--- config.mk ---
export PLATFORM = sky130hd
export DESIGN_NAME = pdc_codec
export DESIGN_NICKNAME = d
export VERILOG_FILES = /design/src/rtl/pdc_pkg.sv /design/src/rtl/pdc_lfsr.sv /design/src/rtl/pdc_codec.sv
export SDC_FILE = /design/constraint.sdc
export NUM_CORES = 1
export LEC_CHECK = 0
export BUFFER_PORTS_ARGS = -buffer_cell sky130_fd_sc_hd__buf_2
export CAP_MARGIN = 20
export CORE_ASPECT_RATIO = 0.6
export CORE_MARGIN = 10
export CORE_UTILIZATION = 50
export CTS_CLUSTER_DIAMETER = 80
export DETAILED_ROUTE_END_ITERATION = 8
export GPL_ROUTABILITY_DRIVEN = 0
export PLACE_DENSITY = 0.76
export SYNTH_ARGS = -nofsm -noshare
export SYNTH_HDL_FRONTEND = slang
export SYNTH_SLANG_ARGS = --single-unit
--- constraint.sdc ---
create_clock -name clock_i -period 4.05 [get_ports clock_i]
set_input_delay 0.405 -clock clock_i [delete_from_list [all_inputs] [get_ports clock_i]]
set_output_delay 0.405 -clock clock_i [all_outputs]
set_load 0.05 [all_outputs]
--- src/rtl/pdc_pkg.sv ---
// Constants shared by the packet line coder and its event router
package pdc_pkg;

  // Register port geometry
  localparam int ADDR_W = 4;
  localparam int DATA_W = 8;

  // Register offsets
  localparam logic [3:0] OFS_PAYLOAD_CFG = 4'h0;
  localparam logic [3:0] OFS_PACKET_CFG  = 4'h1;
  localparam logic [3:0] OFS_RATE_CFG    = 4'h2;
  localparam logic [3:0] OFS_EVENT_ROUTE = 4'h3;
  localparam logic [3:0] OFS_MODE        = 4'h4;
  localparam logic [3:0] OFS_IRQ_STATUS  = 4'h5;
  localparam logic [3:0] OFS_IRQ_ENABLE  = 4'h6;
  localparam logic [3:0] OFS_IRQ_CLEAR   = 4'h7;
  localparam logic [3:0] OFS_LINE_STATUS = 4'h8;

  // Field positions
  localparam int POS_MAN_EN     = 7;
  localparam int POS_WHITE_EN   = 4;
  localparam int POS_ADDR_FIL   = 1;
  localparam int POS_L0_RX_SEL  = 0;
  localparam int POS_L1_RX_SEL  = 2;
  localparam int POS_L1_TX_SEL  = 4;
  localparam int POS_TX_START   = 5;
  localparam int POS_CHIP_MODE  = 0;
  localparam int POS_PKT_MODE   = 2;

  // Reset values
  localparam logic [7:0] RST_PAYLOAD_CFG = 8'h00;
  localparam logic [7:0] RST_PACKET_CFG  = 8'h00;
  localparam logic [6:0] RST_RATE        = 7'h07;
  localparam logic [5:0] RST_ROUTE       = 6'h00;
  localparam logic [2:0] RST_MODE        = 3'h4;
  localparam logic [3:0] RST_IRQ         = 4'h0;

  // Chip modes
  localparam logic [1:0] MODE_STANDBY = 2'h0;
  localparam logic [1:0] MODE_RX      = 2'h1;
  localparam logic [1:0] MODE_TX      = 2'h2;

  // Event source codes for the two event lines
  localparam logic [1:0] SEL_00 = 2'h0;
  localparam logic [1:0] SEL_01 = 2'h1;
  localparam logic [1:0] SEL_10 = 2'h2;
  localparam logic [1:0] SEL_11 = 2'h3;

  // Interrupt status bit positions
  localparam int IRQ_SYNC = 0;
  localparam int IRQ_DECERR = 1;
  localparam int IRQ_SENT = 2;
  localparam int IRQ_PAYLOAD = 3;
  localparam int IRQ_N = 4;

  // Whitening generator
  localparam int          LFSR_W    = 9;
  localparam int          LFSR_TAP  = 4;
  localparam logic [8:0]  LFSR_SEED = 9'h1FF;

  // Transmit chip sequencer states
  typedef enum logic [1:0] {
    TXS_DATA = 2'b01,
    TXS_HALF = 2'b10
  } pdc_tx_e;

endpackage

--- src/rtl/pdc_lfsr.sv ---
// Nine-bit whitening sequence generator, x^9 + x^5 + 1
`timescale 1ns/100ps
module pdc_lfsr
  import pdc_pkg::*;
(
  // Clock and reset
  input  wire logic clock_i,
  input  wire logic reset_n_i,
  // Control
  input  wire logic load_i,
  input  wire logic step_i,
  // Sequence bit
  output logic      bit_o
);

  logic [LFSR_W-1:0] state;
  logic              feedback;

  // Taps at x^9 and x^5
  assign feedback = state[LFSR_W-1] ^ state[LFSR_TAP];
  assign bit_o    = state[LFSR_W-1];

  // Seed held while outside the payload, so each payload starts fresh
  always_ff @(posedge clock_i or negedge reset_n_i) begin
    if (!reset_n_i) begin
      state <= LFSR_SEED;
    end else if (load_i) begin
      state <= LFSR_SEED;
    end else if (step_i) begin
      state <= {state[LFSR_W-2:0], feedback};
    end
  end
endmodule

--- src/rtl/pdc_codec.sv ---
// Packet line coder: Manchester, whitening and event line routing
`timescale 1ns/100ps
module pdc_codec
  import pdc_pkg::*;
(
  // Clock and reset
  input  wire logic              clock_i,
  input  wire logic              reset_n_i,
  // Register port
  input  wire logic [ADDR_W-1:0] reg_addr_i,
  input  wire logic [DATA_W-1:0] reg_wdata_i,
  input  wire logic              reg_wr_i,
  input  wire logic              reg_rd_i,
  output logic      [DATA_W-1:0] reg_rdata_o,
  // Transmit bits from packet handler
  input  wire logic              tx_bit_i,
  input  wire logic              tx_bit_valid_i,
  input  wire logic              tx_payload_i,
  output logic                   tx_bit_ready_o,
  // Transmit chips to modulator
  output logic                   chip_o,
  output logic                   chip_valid_o,
  // Receive chips from demodulator
  input  wire logic              rx_chip_i,
  input  wire logic              rx_chip_valid_i,
  input  wire logic              rx_frame_end_i,
  // Receive bits to packet handler
  output logic                   rx_bit_o,
  output logic                   rx_bit_valid_o,
  // Packet handler events
  input  wire logic              payload_complete_i,
  input  wire logic              byte_written_i,
  input  wire logic              fifo_empty_i,
  input  wire logic              sync_detect_i,
  input  wire logic              addr_match_i,
  input  wire logic              checksum_pass_i,
  input  wire logic              fifo_full_i,
  input  wire logic              signal_strength_i,
  input  wire logic              level_threshold_i,
  input  wire logic              fifo_threshold_i,
  input  wire logic              send_complete_i,
  // Event lines and interrupt
  output logic                   event_line_a_o,
  output logic                   event_line_b_o,
  output logic                   irq_o
);

  ////////////////////////////////////////////////////////////////////////////
  // Registers

  logic [7:0]       payload_config_reg;
  logic [7:0]       packet_config_reg;
  logic [6:0]       rate_config_reg;
  logic [5:0]       event_route_reg;
  logic [2:0]       mode_reg;
  logic [IRQ_N-1:0] irq_status;
  logic [IRQ_N-1:0] irq_enable;
  logic [IRQ_N-1:0] irq_set;
  logic             in_payload;

  // Field decode
  wire       manchester_enable   = payload_config_reg[POS_MAN_EN];
  wire       whitening_enable    = packet_config_reg[POS_WHITE_EN];
  wire       addr_filter_on      = |packet_config_reg[POS_ADDR_FIL +: 2];
  wire [1:0] line0_rx_source_sel = event_route_reg[POS_L0_RX_SEL +: 2];
  wire [1:0] line1_rx_source_sel = event_route_reg[POS_L1_RX_SEL +: 2];
  wire       line1_tx_select     = event_route_reg[POS_L1_TX_SEL];
  wire       tx_start_select     = event_route_reg[POS_TX_START];
  wire [1:0] chip_mode           = mode_reg[POS_CHIP_MODE +: 2];
  wire       packet_mode         = mode_reg[POS_PKT_MODE];
  wire       mode_rx             = chip_mode == MODE_RX;
  wire       mode_tx             = chip_mode == MODE_TX;
  wire       mode_sb             = chip_mode == MODE_STANDBY;

  // Write decode
  wire wr_payload = reg_wr_i && reg_addr_i == OFS_PAYLOAD_CFG;
  wire wr_packet  = reg_wr_i && reg_addr_i == OFS_PACKET_CFG;
  wire wr_rate    = reg_wr_i && reg_addr_i == OFS_RATE_CFG;
  wire wr_route   = reg_wr_i && reg_addr_i == OFS_EVENT_ROUTE;
  wire wr_mode    = reg_wr_i && reg_addr_i == OFS_MODE;
  wire wr_enable  = reg_wr_i && reg_addr_i == OFS_IRQ_ENABLE;
  wire wr_clear   = reg_wr_i && reg_addr_i == OFS_IRQ_CLEAR;

  // Configuration writes
  always_ff @(posedge clock_i or negedge reset_n_i) begin
    if (!reset_n_i) begin
      payload_config_reg <= RST_PAYLOAD_CFG;
      packet_config_reg  <= RST_PACKET_CFG;
      rate_config_reg    <= RST_RATE;
      event_route_reg    <= RST_ROUTE;
      mode_reg           <= RST_MODE;
      irq_enable         <= RST_IRQ;
    end else begin
      if (wr_payload) payload_config_reg <= reg_wdata_i;
      if (wr_packet)  packet_config_reg  <= reg_wdata_i;
      if (wr_rate)    rate_config_reg    <= reg_wdata_i[6:0];
      if (wr_route)   event_route_reg    <= reg_wdata_i[5:0];
      if (wr_mode)    mode_reg           <= reg_wdata_i[2:0];
      if (wr_enable)  irq_enable         <= reg_wdata_i[IRQ_N-1:0];
    end
  end

  // Sticky status; a new event beats a clear in the same cycle
  wire [IRQ_N-1:0] irq_clr = wr_clear ? reg_wdata_i[IRQ_N-1:0] : '0;
  always_ff @(posedge clock_i or negedge reset_n_i) begin
    if (!reset_n_i) begin
      irq_status <= RST_IRQ;
    end else begin
      irq_status <= (irq_status & ~irq_clr) | irq_set;
    end
  end

  assign irq_o = |(irq_status & irq_enable);

  // Read mux; clear register and unmapped offsets read zero
  logic [7:0] rd_mux;
  always_comb begin
    rd_mux = 8'h00;
    unique case (reg_addr_i)
      OFS_PAYLOAD_CFG: rd_mux = payload_config_reg;
      OFS_PACKET_CFG:  rd_mux = packet_config_reg;
      OFS_RATE_CFG:    rd_mux = {1'b0, rate_config_reg};
      OFS_EVENT_ROUTE: rd_mux = {2'b00, event_route_reg};
      OFS_MODE:        rd_mux = {5'h00, mode_reg};
      OFS_IRQ_STATUS:  rd_mux = {4'h0, irq_status};
      OFS_IRQ_ENABLE:  rd_mux = {4'h0, irq_enable};
      OFS_LINE_STATUS: rd_mux = {5'h00, in_payload, event_line_b_o, event_line_a_o};
      default:         rd_mux = 8'h00;
    endcase
  end

  always_ff @(posedge clock_i or negedge reset_n_i) begin
    if (!reset_n_i) begin
      reg_rdata_o <= 8'h00;
    end else begin
      reg_rdata_o <= reg_rd_i ? rd_mux : 8'h00;
    end
  end

  ////////////////////////////////////////////////////////////////////////////
  // Chip rate divider, shared by every part of the frame

  logic [6:0] rate_cnt;
  wire        tick = rate_cnt == 7'h00;

  always_ff @(posedge clock_i or negedge reset_n_i) begin
    if (!reset_n_i) begin
      rate_cnt <= 7'h00;
    end else begin
      rate_cnt <= tick ? rate_config_reg : rate_cnt - 7'h01;
    end
  end

  ////////////////////////////////////////////////////////////////////////////
  // Transmit coder

  pdc_tx_e tx_st;
  logic    tx_second;
  logic    tx_white_bit;

  // Coding applies only inside payload and CRC; Manchester only in packet mode, whitening in any mode
  wire man_tx_act = manchester_enable && packet_mode && tx_payload_i;
  wire wh_tx_act  = whitening_enable && tx_payload_i;
  wire tx_take    = tick && tx_st == TXS_DATA && tx_bit_valid_i;
  wire tx_coded   = tx_bit_i ^ (wh_tx_act & tx_white_bit);

  assign tx_bit_ready_o = tick && tx_st == TXS_DATA;

  // Manchester bits span two ticks, whitened or plain bits one
  always_ff @(posedge clock_i or negedge reset_n_i) begin
    if (!reset_n_i) begin
      tx_st        <= TXS_DATA;
      tx_second    <= 1'b0;
      chip_o       <= 1'b0;
      chip_valid_o <= 1'b0;
    end else begin
      chip_valid_o <= 1'b0;
      unique case (tx_st)
        TXS_DATA: begin
          if (tx_take) begin
            chip_o       <= tx_coded;
            chip_valid_o <= 1'b1;
            tx_second    <= ~tx_coded;
            if (man_tx_act) tx_st <= TXS_HALF;
          end
        end
        TXS_HALF: begin
          if (tick) begin
            chip_o       <= tx_second;
            chip_valid_o <= 1'b1;
            tx_st        <= TXS_DATA;
          end
        end
      endcase
    end
  end

  pdc_lfsr u_tx_white (
    .clock_i   (clock_i),
    .reset_n_i (reset_n_i),
    .load_i    (!tx_payload_i),
    .step_i    (tx_take && wh_tx_act),
    .bit_o     (tx_white_bit)
  );

  // Helper: chip level at the previous emitted chip
  logic prev_chip;
  always_ff @(posedge clock_i or negedge reset_n_i) begin
    if (!reset_n_i) begin
      prev_chip <= 1'b0;
    end else if (chip_valid_o) begin
      prev_chip <= chip_o;
    end
  end

  ////////////////////////////////////////////////////////////////////////////
  // Receive decoder; bits pass only after sync, so unsynced frames vanish

  logic rx_have_first;
  logic rx_first;
  logic rx_white_bit;

  always_ff @(posedge clock_i or negedge reset_n_i) begin
    if (!reset_n_i) begin
      in_payload <= 1'b0;
    end else if (sync_detect_i && mode_rx) begin
      in_payload <= 1'b1;
    end else if (rx_frame_end_i) begin
      in_payload <= 1'b0;
    end
  end

  wire man_rx_act = manchester_enable && packet_mode && in_payload;
  wire wh_rx_act  = whitening_enable && in_payload;
  wire rx_acc     = rx_chip_valid_i && in_payload;
  wire rx_fire    = rx_acc && (!man_rx_act || rx_have_first);
  wire rx_raw     = man_rx_act ? rx_first : rx_chip_i;
  wire rx_decerr  = rx_acc && man_rx_act && rx_have_first && rx_first == rx_chip_i;

  // First chip of a pair is held, the pair yields one NRZ bit
  always_ff @(posedge clock_i or negedge reset_n_i) begin
    if (!reset_n_i) begin
      rx_have_first  <= 1'b0;
      rx_first       <= 1'b0;
      rx_bit_o       <= 1'b0;
      rx_bit_valid_o <= 1'b0;
    end else begin
      rx_bit_valid_o <= rx_fire;
      if (rx_fire) rx_bit_o <= rx_raw ^ (wh_rx_act & rx_white_bit);
      if (!in_payload) begin
        rx_have_first <= 1'b0;
      end else if (rx_acc && man_rx_act) begin
        rx_have_first <= !rx_have_first;
        if (!rx_have_first) rx_first <= rx_chip_i;
      end
    end
  end

  pdc_lfsr u_rx_white (
    .clock_i   (clock_i),
    .reset_n_i (reset_n_i),
    .load_i    (!in_payload),
    .step_i    (rx_fire && wh_rx_act),
    .bit_o     (rx_white_bit)
  );

  ////////////////////////////////////////////////////////////////////////////
  // Event holding and line routing

  logic pl_hold;
  logic crc_hold;
  logic addr_hold;
  logic sync_hold;

  // Held until the FIFO reads empty; a new event wins over the clear
  always_ff @(posedge clock_i or negedge reset_n_i) begin
    if (!reset_n_i) begin
      pl_hold   <= 1'b0;
      crc_hold  <= 1'b0;
      addr_hold <= 1'b0;
      sync_hold <= 1'b0;
    end else begin
      pl_hold   <= payload_complete_i | (pl_hold & !fifo_empty_i);
      crc_hold  <= checksum_pass_i | (crc_hold & !fifo_empty_i);
      addr_hold <= addr_match_i | (addr_hold & !fifo_empty_i);
      sync_hold <= sync_detect_i | (sync_hold & !fifo_empty_i);
    end
  end

  wire match_ev = addr_filter_on ? addr_hold : sync_hold;

  // Line A and line B sources per mode and code
  logic rx_a;
  logic rx_b;
  always_comb begin
    rx_a = 1'b0;
    rx_b = 1'b0;
    unique case (line0_rx_source_sel)
      SEL_00: rx_a = pl_hold;
      SEL_01: rx_a = byte_written_i;
      SEL_10: rx_a = fifo_empty_i;
      SEL_11: rx_a = match_ev;
    endcase
    unique case (line1_rx_source_sel)
      SEL_00: rx_b = crc_hold;
      SEL_01: rx_b = fifo_full_i;
      SEL_10: rx_b = signal_strength_i;
      SEL_11: rx_b = level_threshold_i;
    endcase
  end

  wire sb_a = line0_rx_source_sel == SEL_10 && fifo_empty_i;
  wire sb_b = (line1_rx_source_sel == SEL_01 && fifo_full_i) ||
              (line1_rx_source_sel == SEL_11 && level_threshold_i);
  wire tx_a = tx_start_select ? fifo_empty_i : fifo_threshold_i;
  wire tx_b = line1_tx_select ? send_complete_i : fifo_full_i;

  wire next_line_a = (mode_rx & rx_a) | (mode_sb & sb_a) | (mode_tx & tx_a);
  wire next_line_b = (mode_rx & rx_b) | (mode_sb & sb_b) | (mode_tx & tx_b);

  always_ff @(posedge clock_i or negedge reset_n_i) begin
    if (!reset_n_i) begin
      event_line_a_o <= 1'b0;
      event_line_b_o <= 1'b0;
    end else begin
      event_line_a_o <= next_line_a;
      event_line_b_o <= next_line_b;
    end
  end

  // Interrupt event sources
  assign irq_set[IRQ_SYNC]    = sync_detect_i && mode_rx;
  assign irq_set[IRQ_DECERR]  = rx_decerr;
  assign irq_set[IRQ_SENT]    = send_complete_i;
  assign irq_set[IRQ_PAYLOAD] = payload_complete_i;
endmodule

---- After elaboration in Yosys (flattened, before gate mapping) ----
Index checks and enable logic that the tools add are counted.
word-level totals
  bits in registers ....................... 89
  memories kept ........................... 0
  input bits .............................. 33
  bits in read-only memories .............. 0
  word-level logic and storage cells ...... 152
  RAM bits ................................ 0
  output and inout bits ................... 16
  latch bits .............................. 0
cells by class
  shifts and indexed selects .............. 0
  eq/ne operators ......................... 25
  mux-type cells .......................... 28
  bitwise operators ....................... 30
  multipliers ............................. 0
  reductions and logical operators ........ 42
  $lt $le $gt $ge ......................... 0
  $add $sub $neg .......................... 1
  div/mod/pow operators ................... 0
operator list
  cell                 number
  $pmux 8 s8           1
  $mux 9               4
  $logic_and 1x1->1    25
  $eq 4x3->1 const B   4
  $and 1x1->1          12
  $eq 2x2->1 const B   6
  $mux 1               12
  $and 4x4->4          2
  $eq 2x1->1 const B   4
  $eq 4x2->1 const B   2
  $mux 8               1
  $or 1x1->1           8
  $pmux 1 s4           2
  $logic_not 7->1      1
  $mux 7               1
  $sub 7x1->7 const B  1
  $logic_not 2->1      3
  $mux 2               3
  $ne 2x1->1 const B   3
  $ne 2x2->1 const B   3
  $reduce_and 3->1     2
  $eq 4x1->1 const B   1
  $eq 4x4->1 const B   1
  $logic_not 4->1      1
  other kinds (14)     23

---- Longest topological paths before layout ----
  word-level depth ........................ 8
  depth in mapped cells ................... 7
  mapped depth without buffers ............ 6

---- Cells and area by module ----
From an unflattened synthesis, not the netlist that was laid out.
unflattened totals
  cell total of the unflattened synthesis .. 354
  area total of the unflattened synthesis .. 4262.8 um^2
by module, submodules not included
  module     seq. area each (um^2)  area an instance (um^2)  instances  cells an instance
  pdc_codec  1783.0                 3499.6                   1          294
  pdc_lfsr   236.5                  381.6                    2          30

---- Least setup slack after synthesis ----
No wires, ideal clock.
  kind .................................... reg-to-output
  start point ............................. reg rate_cnt[2]
  end point ............................... out tx_bit_ready_o
  buffers on the path ..................... 1
  stages on the path, launching flop included .. 5
  slack ................................... 1.787 ns
  required time ........................... 3.645 ns
  arrival time ............................ 1.858 ns
  cells stage by stage .................... dfrtp_1 -> nor4_4 -> nand3b_2 -> buf_6 -> nor2_1
on the way
  longest elaborated chain between the ends .. 2
ends and longest elaborated chain
  element                   RTL line          text
  start: declaration        pdc_codec.sv:143  logic [6:0] rate_cnt;
  start signal: assignment  pdc_codec.sv:150  rate_cnt <= tick ? rate_config_reg : rate_cnt - 7'h01;
  $logic_not 7->1           pdc_codec.sv:144  wire tick = rate_cnt == 7'h00;
  $logic_and 1x1->1         pdc_codec.sv:167  assign tx_bit_ready_o = tick && tx_st == TXS_DATA;
  end: declaration          pdc_codec.sv:19   output logic tx_bit_ready_o,
Every way passes these cells.

---- Final worst setup path ----
Ends and elaborated chain as after synthesis.

==> impl_metrics.toml <==
[synth]
avgSynthCellArea_sq_um = 11.9
synth_seq_cells = 89
ys_types = 55
synth_nets = 389
syn_inst = 354
synth.yosys.seq_area_share_pct = 53.5
ys_top_cells_by_area = "dfrtp_1 (39%), dfstp_2 (14%), mux2_2 (11%)"
yosys-top-cells-count = "dfrtp_1 (66), mux2_2 (42), nand2_1 (36), mux2i_1 (24), dfstp_2 (23)"
ys.flop_type = "dfrtp_1"
yosys_warnings = 0
post-synth-top-count-cell = "dfrtp_1"
synth_top_area_share_pct = 39.1
yosysTopAreaCell = "dfrtp_1"
synth-edff-count = 0
syn_area_sq_um = 4220
synthArstFlopShare_pct = 100

[global_route]
grt_max_degree = 61
first_global_vias = 2968
antenna_found_initial = 0
overflow = 0
grt_first_pass_wirelength_um = 15900
grt_util_all_layers_pct = 15.7

[placement]
portBuffers = 48
placed_area_sq_um = 4510
dpl.hpwl_um = 7170

[worst_setup_path]
critical_path_arrival_ns = 2.00
cp_max_fo = 17
cp-end-kind = "output pin"
worstSetupPathType = "flop to output pin"
ff2ff_path_depth = 4
worstPathRequired_ns = 3.64
rr_endpoint = "u_tx_white.state[7]"
regToRegSetupSlack_ns = 2.06
r2r_start = "rate_cnt[2]"
crit_start = "rate_cnt[2]"
critPathLaunchType = "flop"

[cts]
holdBufCountCts = 0
cts_max_level = 3
post_cts_buffers = 0
clock_path_buffers = 2
cts_buffers = 9
cts-root-buf = "clkbuf_16"
clkTransAtPathRegs_ns = 0.06
cts_sinks = 89
cts_resized = 0
cts_tree = "done"
clk_latency_ns = 0.34

[final_layout]
final_area_sq_um = 4780
drive_gt1_share_pct = 35.3
fin_nets = 435
area_growth_pct = 13.3
reg.largest.list = "u_rx_white.state: 9 flops, u_tx_white.state: 9 flops"
n_antenna_cell = 0

[floorplan]
core_area_sq_um = 8040
start_util_pct = 52.5
rows = 25
die_h_um = 91.2
fp.dieW_um = 139
num_io_pins = 49
dieArea_sq_um = 12600

[pwr]
p_leak_nw = 2.19
power_density_nw_per_um2 = 531
vdd_drop_max_mv = 0.246

[route]
drt_iter0_drc = 262
viasPerCell = 5.74
routed_wl_um = 9770
drc_errors = 0
drt_pass1_iterations = 4
wire_per_inst_um = 19.0
antenna_left = 0
vias = 2943

[timing]
finClkSkew_ns = 0.00397
fin_crit_sh_pct = 59.5
rsz0062_at_grt = "no"
fmax_ghz = 0.415
final.min_clock_period_ns = 2.41
drv_slew = 0
setup_viol = 0
slew_headroom_pct = 50.5
hold_viol_final = 0
setup_tns_ns = 0
whs_ns = 0.139
tightest_slew_ns = 0.743

[status]
status = "finished, final reports clean"

[min_path]
hold_class = "primary input to asynchronous set/reset pin"

[flow_run]
maxCapViolations = 0
==> worst max path at each step <==
| stage | to | slack [ns] |
|---|---|---|
| CTS | tx_bit_ready_o | 1.63 |
| detailed placement | tx_bit_ready_o | 1.99 |
| global route | tx_bit_ready_o | 1.47 |
| global placement | tx_bit_ready_o | 2.02 |
| floorplan | tx_bit_ready_o | 1.79 |
| finish | tx_bit_ready_o | 1.64 |
==> final cells by class <==
type / count / area [sq um]
inverter: 7 / 26.3
sequential: 89 / 2260
multi-input combinational: 244 / 1850
tap: 108 / 135
timing repair buffer: 49 / 250
clock buffer: 12 / 246
fill: 659 / 3260
clock inverter: 4 / 20.0
==> routing by layer <==
layer	global-route usage (%)	wire, um
met1	22.6	4830
met2	21.6	4140
met3	5.41	698
met4	4.72	101
met5	0	0
==> cell usage in the layout, fill, tap and decap left out, types with 2 or more instances in the layout <==
| master | Yosys | routed |
|---|---|---|
| dfrtp_1 | 66 | 66 |
| buf_2 | 7 | 47 |
| mux2_2 | 42 | 42 |
| nand2_1 | 36 | 36 |
| mux2i_1 | 24 | 24 |
| dfstp_2 | 23 | 23 |
| nor2_1 | 21 | 21 |
| a21oi_1 | 16 | 16 |
| o21ai_0 | 11 | 11 |
| clkbuf_16 | 0 | 9 |
| inv_1 | 7 | 7 |
| a31oi_1 | 7 | 7 |
| a21o_1 | 7 | 7 |
| xor2_1 | 6 | 6 |
| nor2b_1 | 6 | 6 |
| nor3_1 | 5 | 5 |
| a22oi_1 | 5 | 5 |
| mux4_2 | 4 | 4 |
| clkinv_2 | 0 | 4 |
| xnor2_1 | 3 | 3 |
| and4b_1 | 3 | 3 |
| nor3b_1 | 3 | 3 |
| nand3_1 | 3 | 3 |
| and3_1 | 2 | 2 |
| or2_2 | 2 | 2 |
| nand2b_1 | 2 | 2 |
| o32a_1 | 2 | 2 |
| nand3b_1 | 2 | 2 |
| a22o_1 | 2 | 2 |
| o211ai_1 | 2 | 2 |
| nand4_1 | 2 | 2 |
| nand2_2 | 2 | 2 |
| o22ai_1 | 2 | 2 |
| ha_1 | 2 | 2 |
| clkbuf_1 | 2 | 2 |
| buf_4 | 2 | 2 |
==> worst max-delay path, stage by stage, from the launching register on <==
cell      delay [ns]
dfrtp_1         0.44
nor4_4          0.42
nand3b_2        0.35
nor2_1          0.18
buf_2           0.27
==> where the power goes <==
group / total [mW] / leakage (nW) / switching (mW) / internal (mW)
logic: 0.569 / 1.01 / 0.314 / 0.255
clock network: 0.747 / 0.136 / 0.319 / 0.428
registers: 1.22 / 1.05 / 0.166 / 1.06
total: 2.54 / 2.19 / 0.799 / 1.74
==> kinds of logic (layout without fill, tap and decap cells) <==
kind of cell,after synthesis,in the layout,share of synthesized area (%)
AO/OA/AOI/OAI,64,64,10.0
XOR/XNOR,9,9,1.87
adder cells (fa/ha/maj),2,2,0.593
buffers and inverters,21,72,2.79
flip-flops,89,89,53.5
multiplexers,70,70,19.0
AND/OR/NAND/NOR,99,99,12.2
==> metrics by stage <==
stage,setup slack (ns),cells,power [mW],utilization [%]
floorplan,1.79,354,1.61,-
global placement,2.02,497,1.78,56.1
detailed placement,1.99,497,1.80,56.1
CTS,1.63,513,2.56,59.5
global route,1.47,513,2.68,59.5
finish,1.64,513,2.54,59.5
Power figures use the tool's default switching activity.
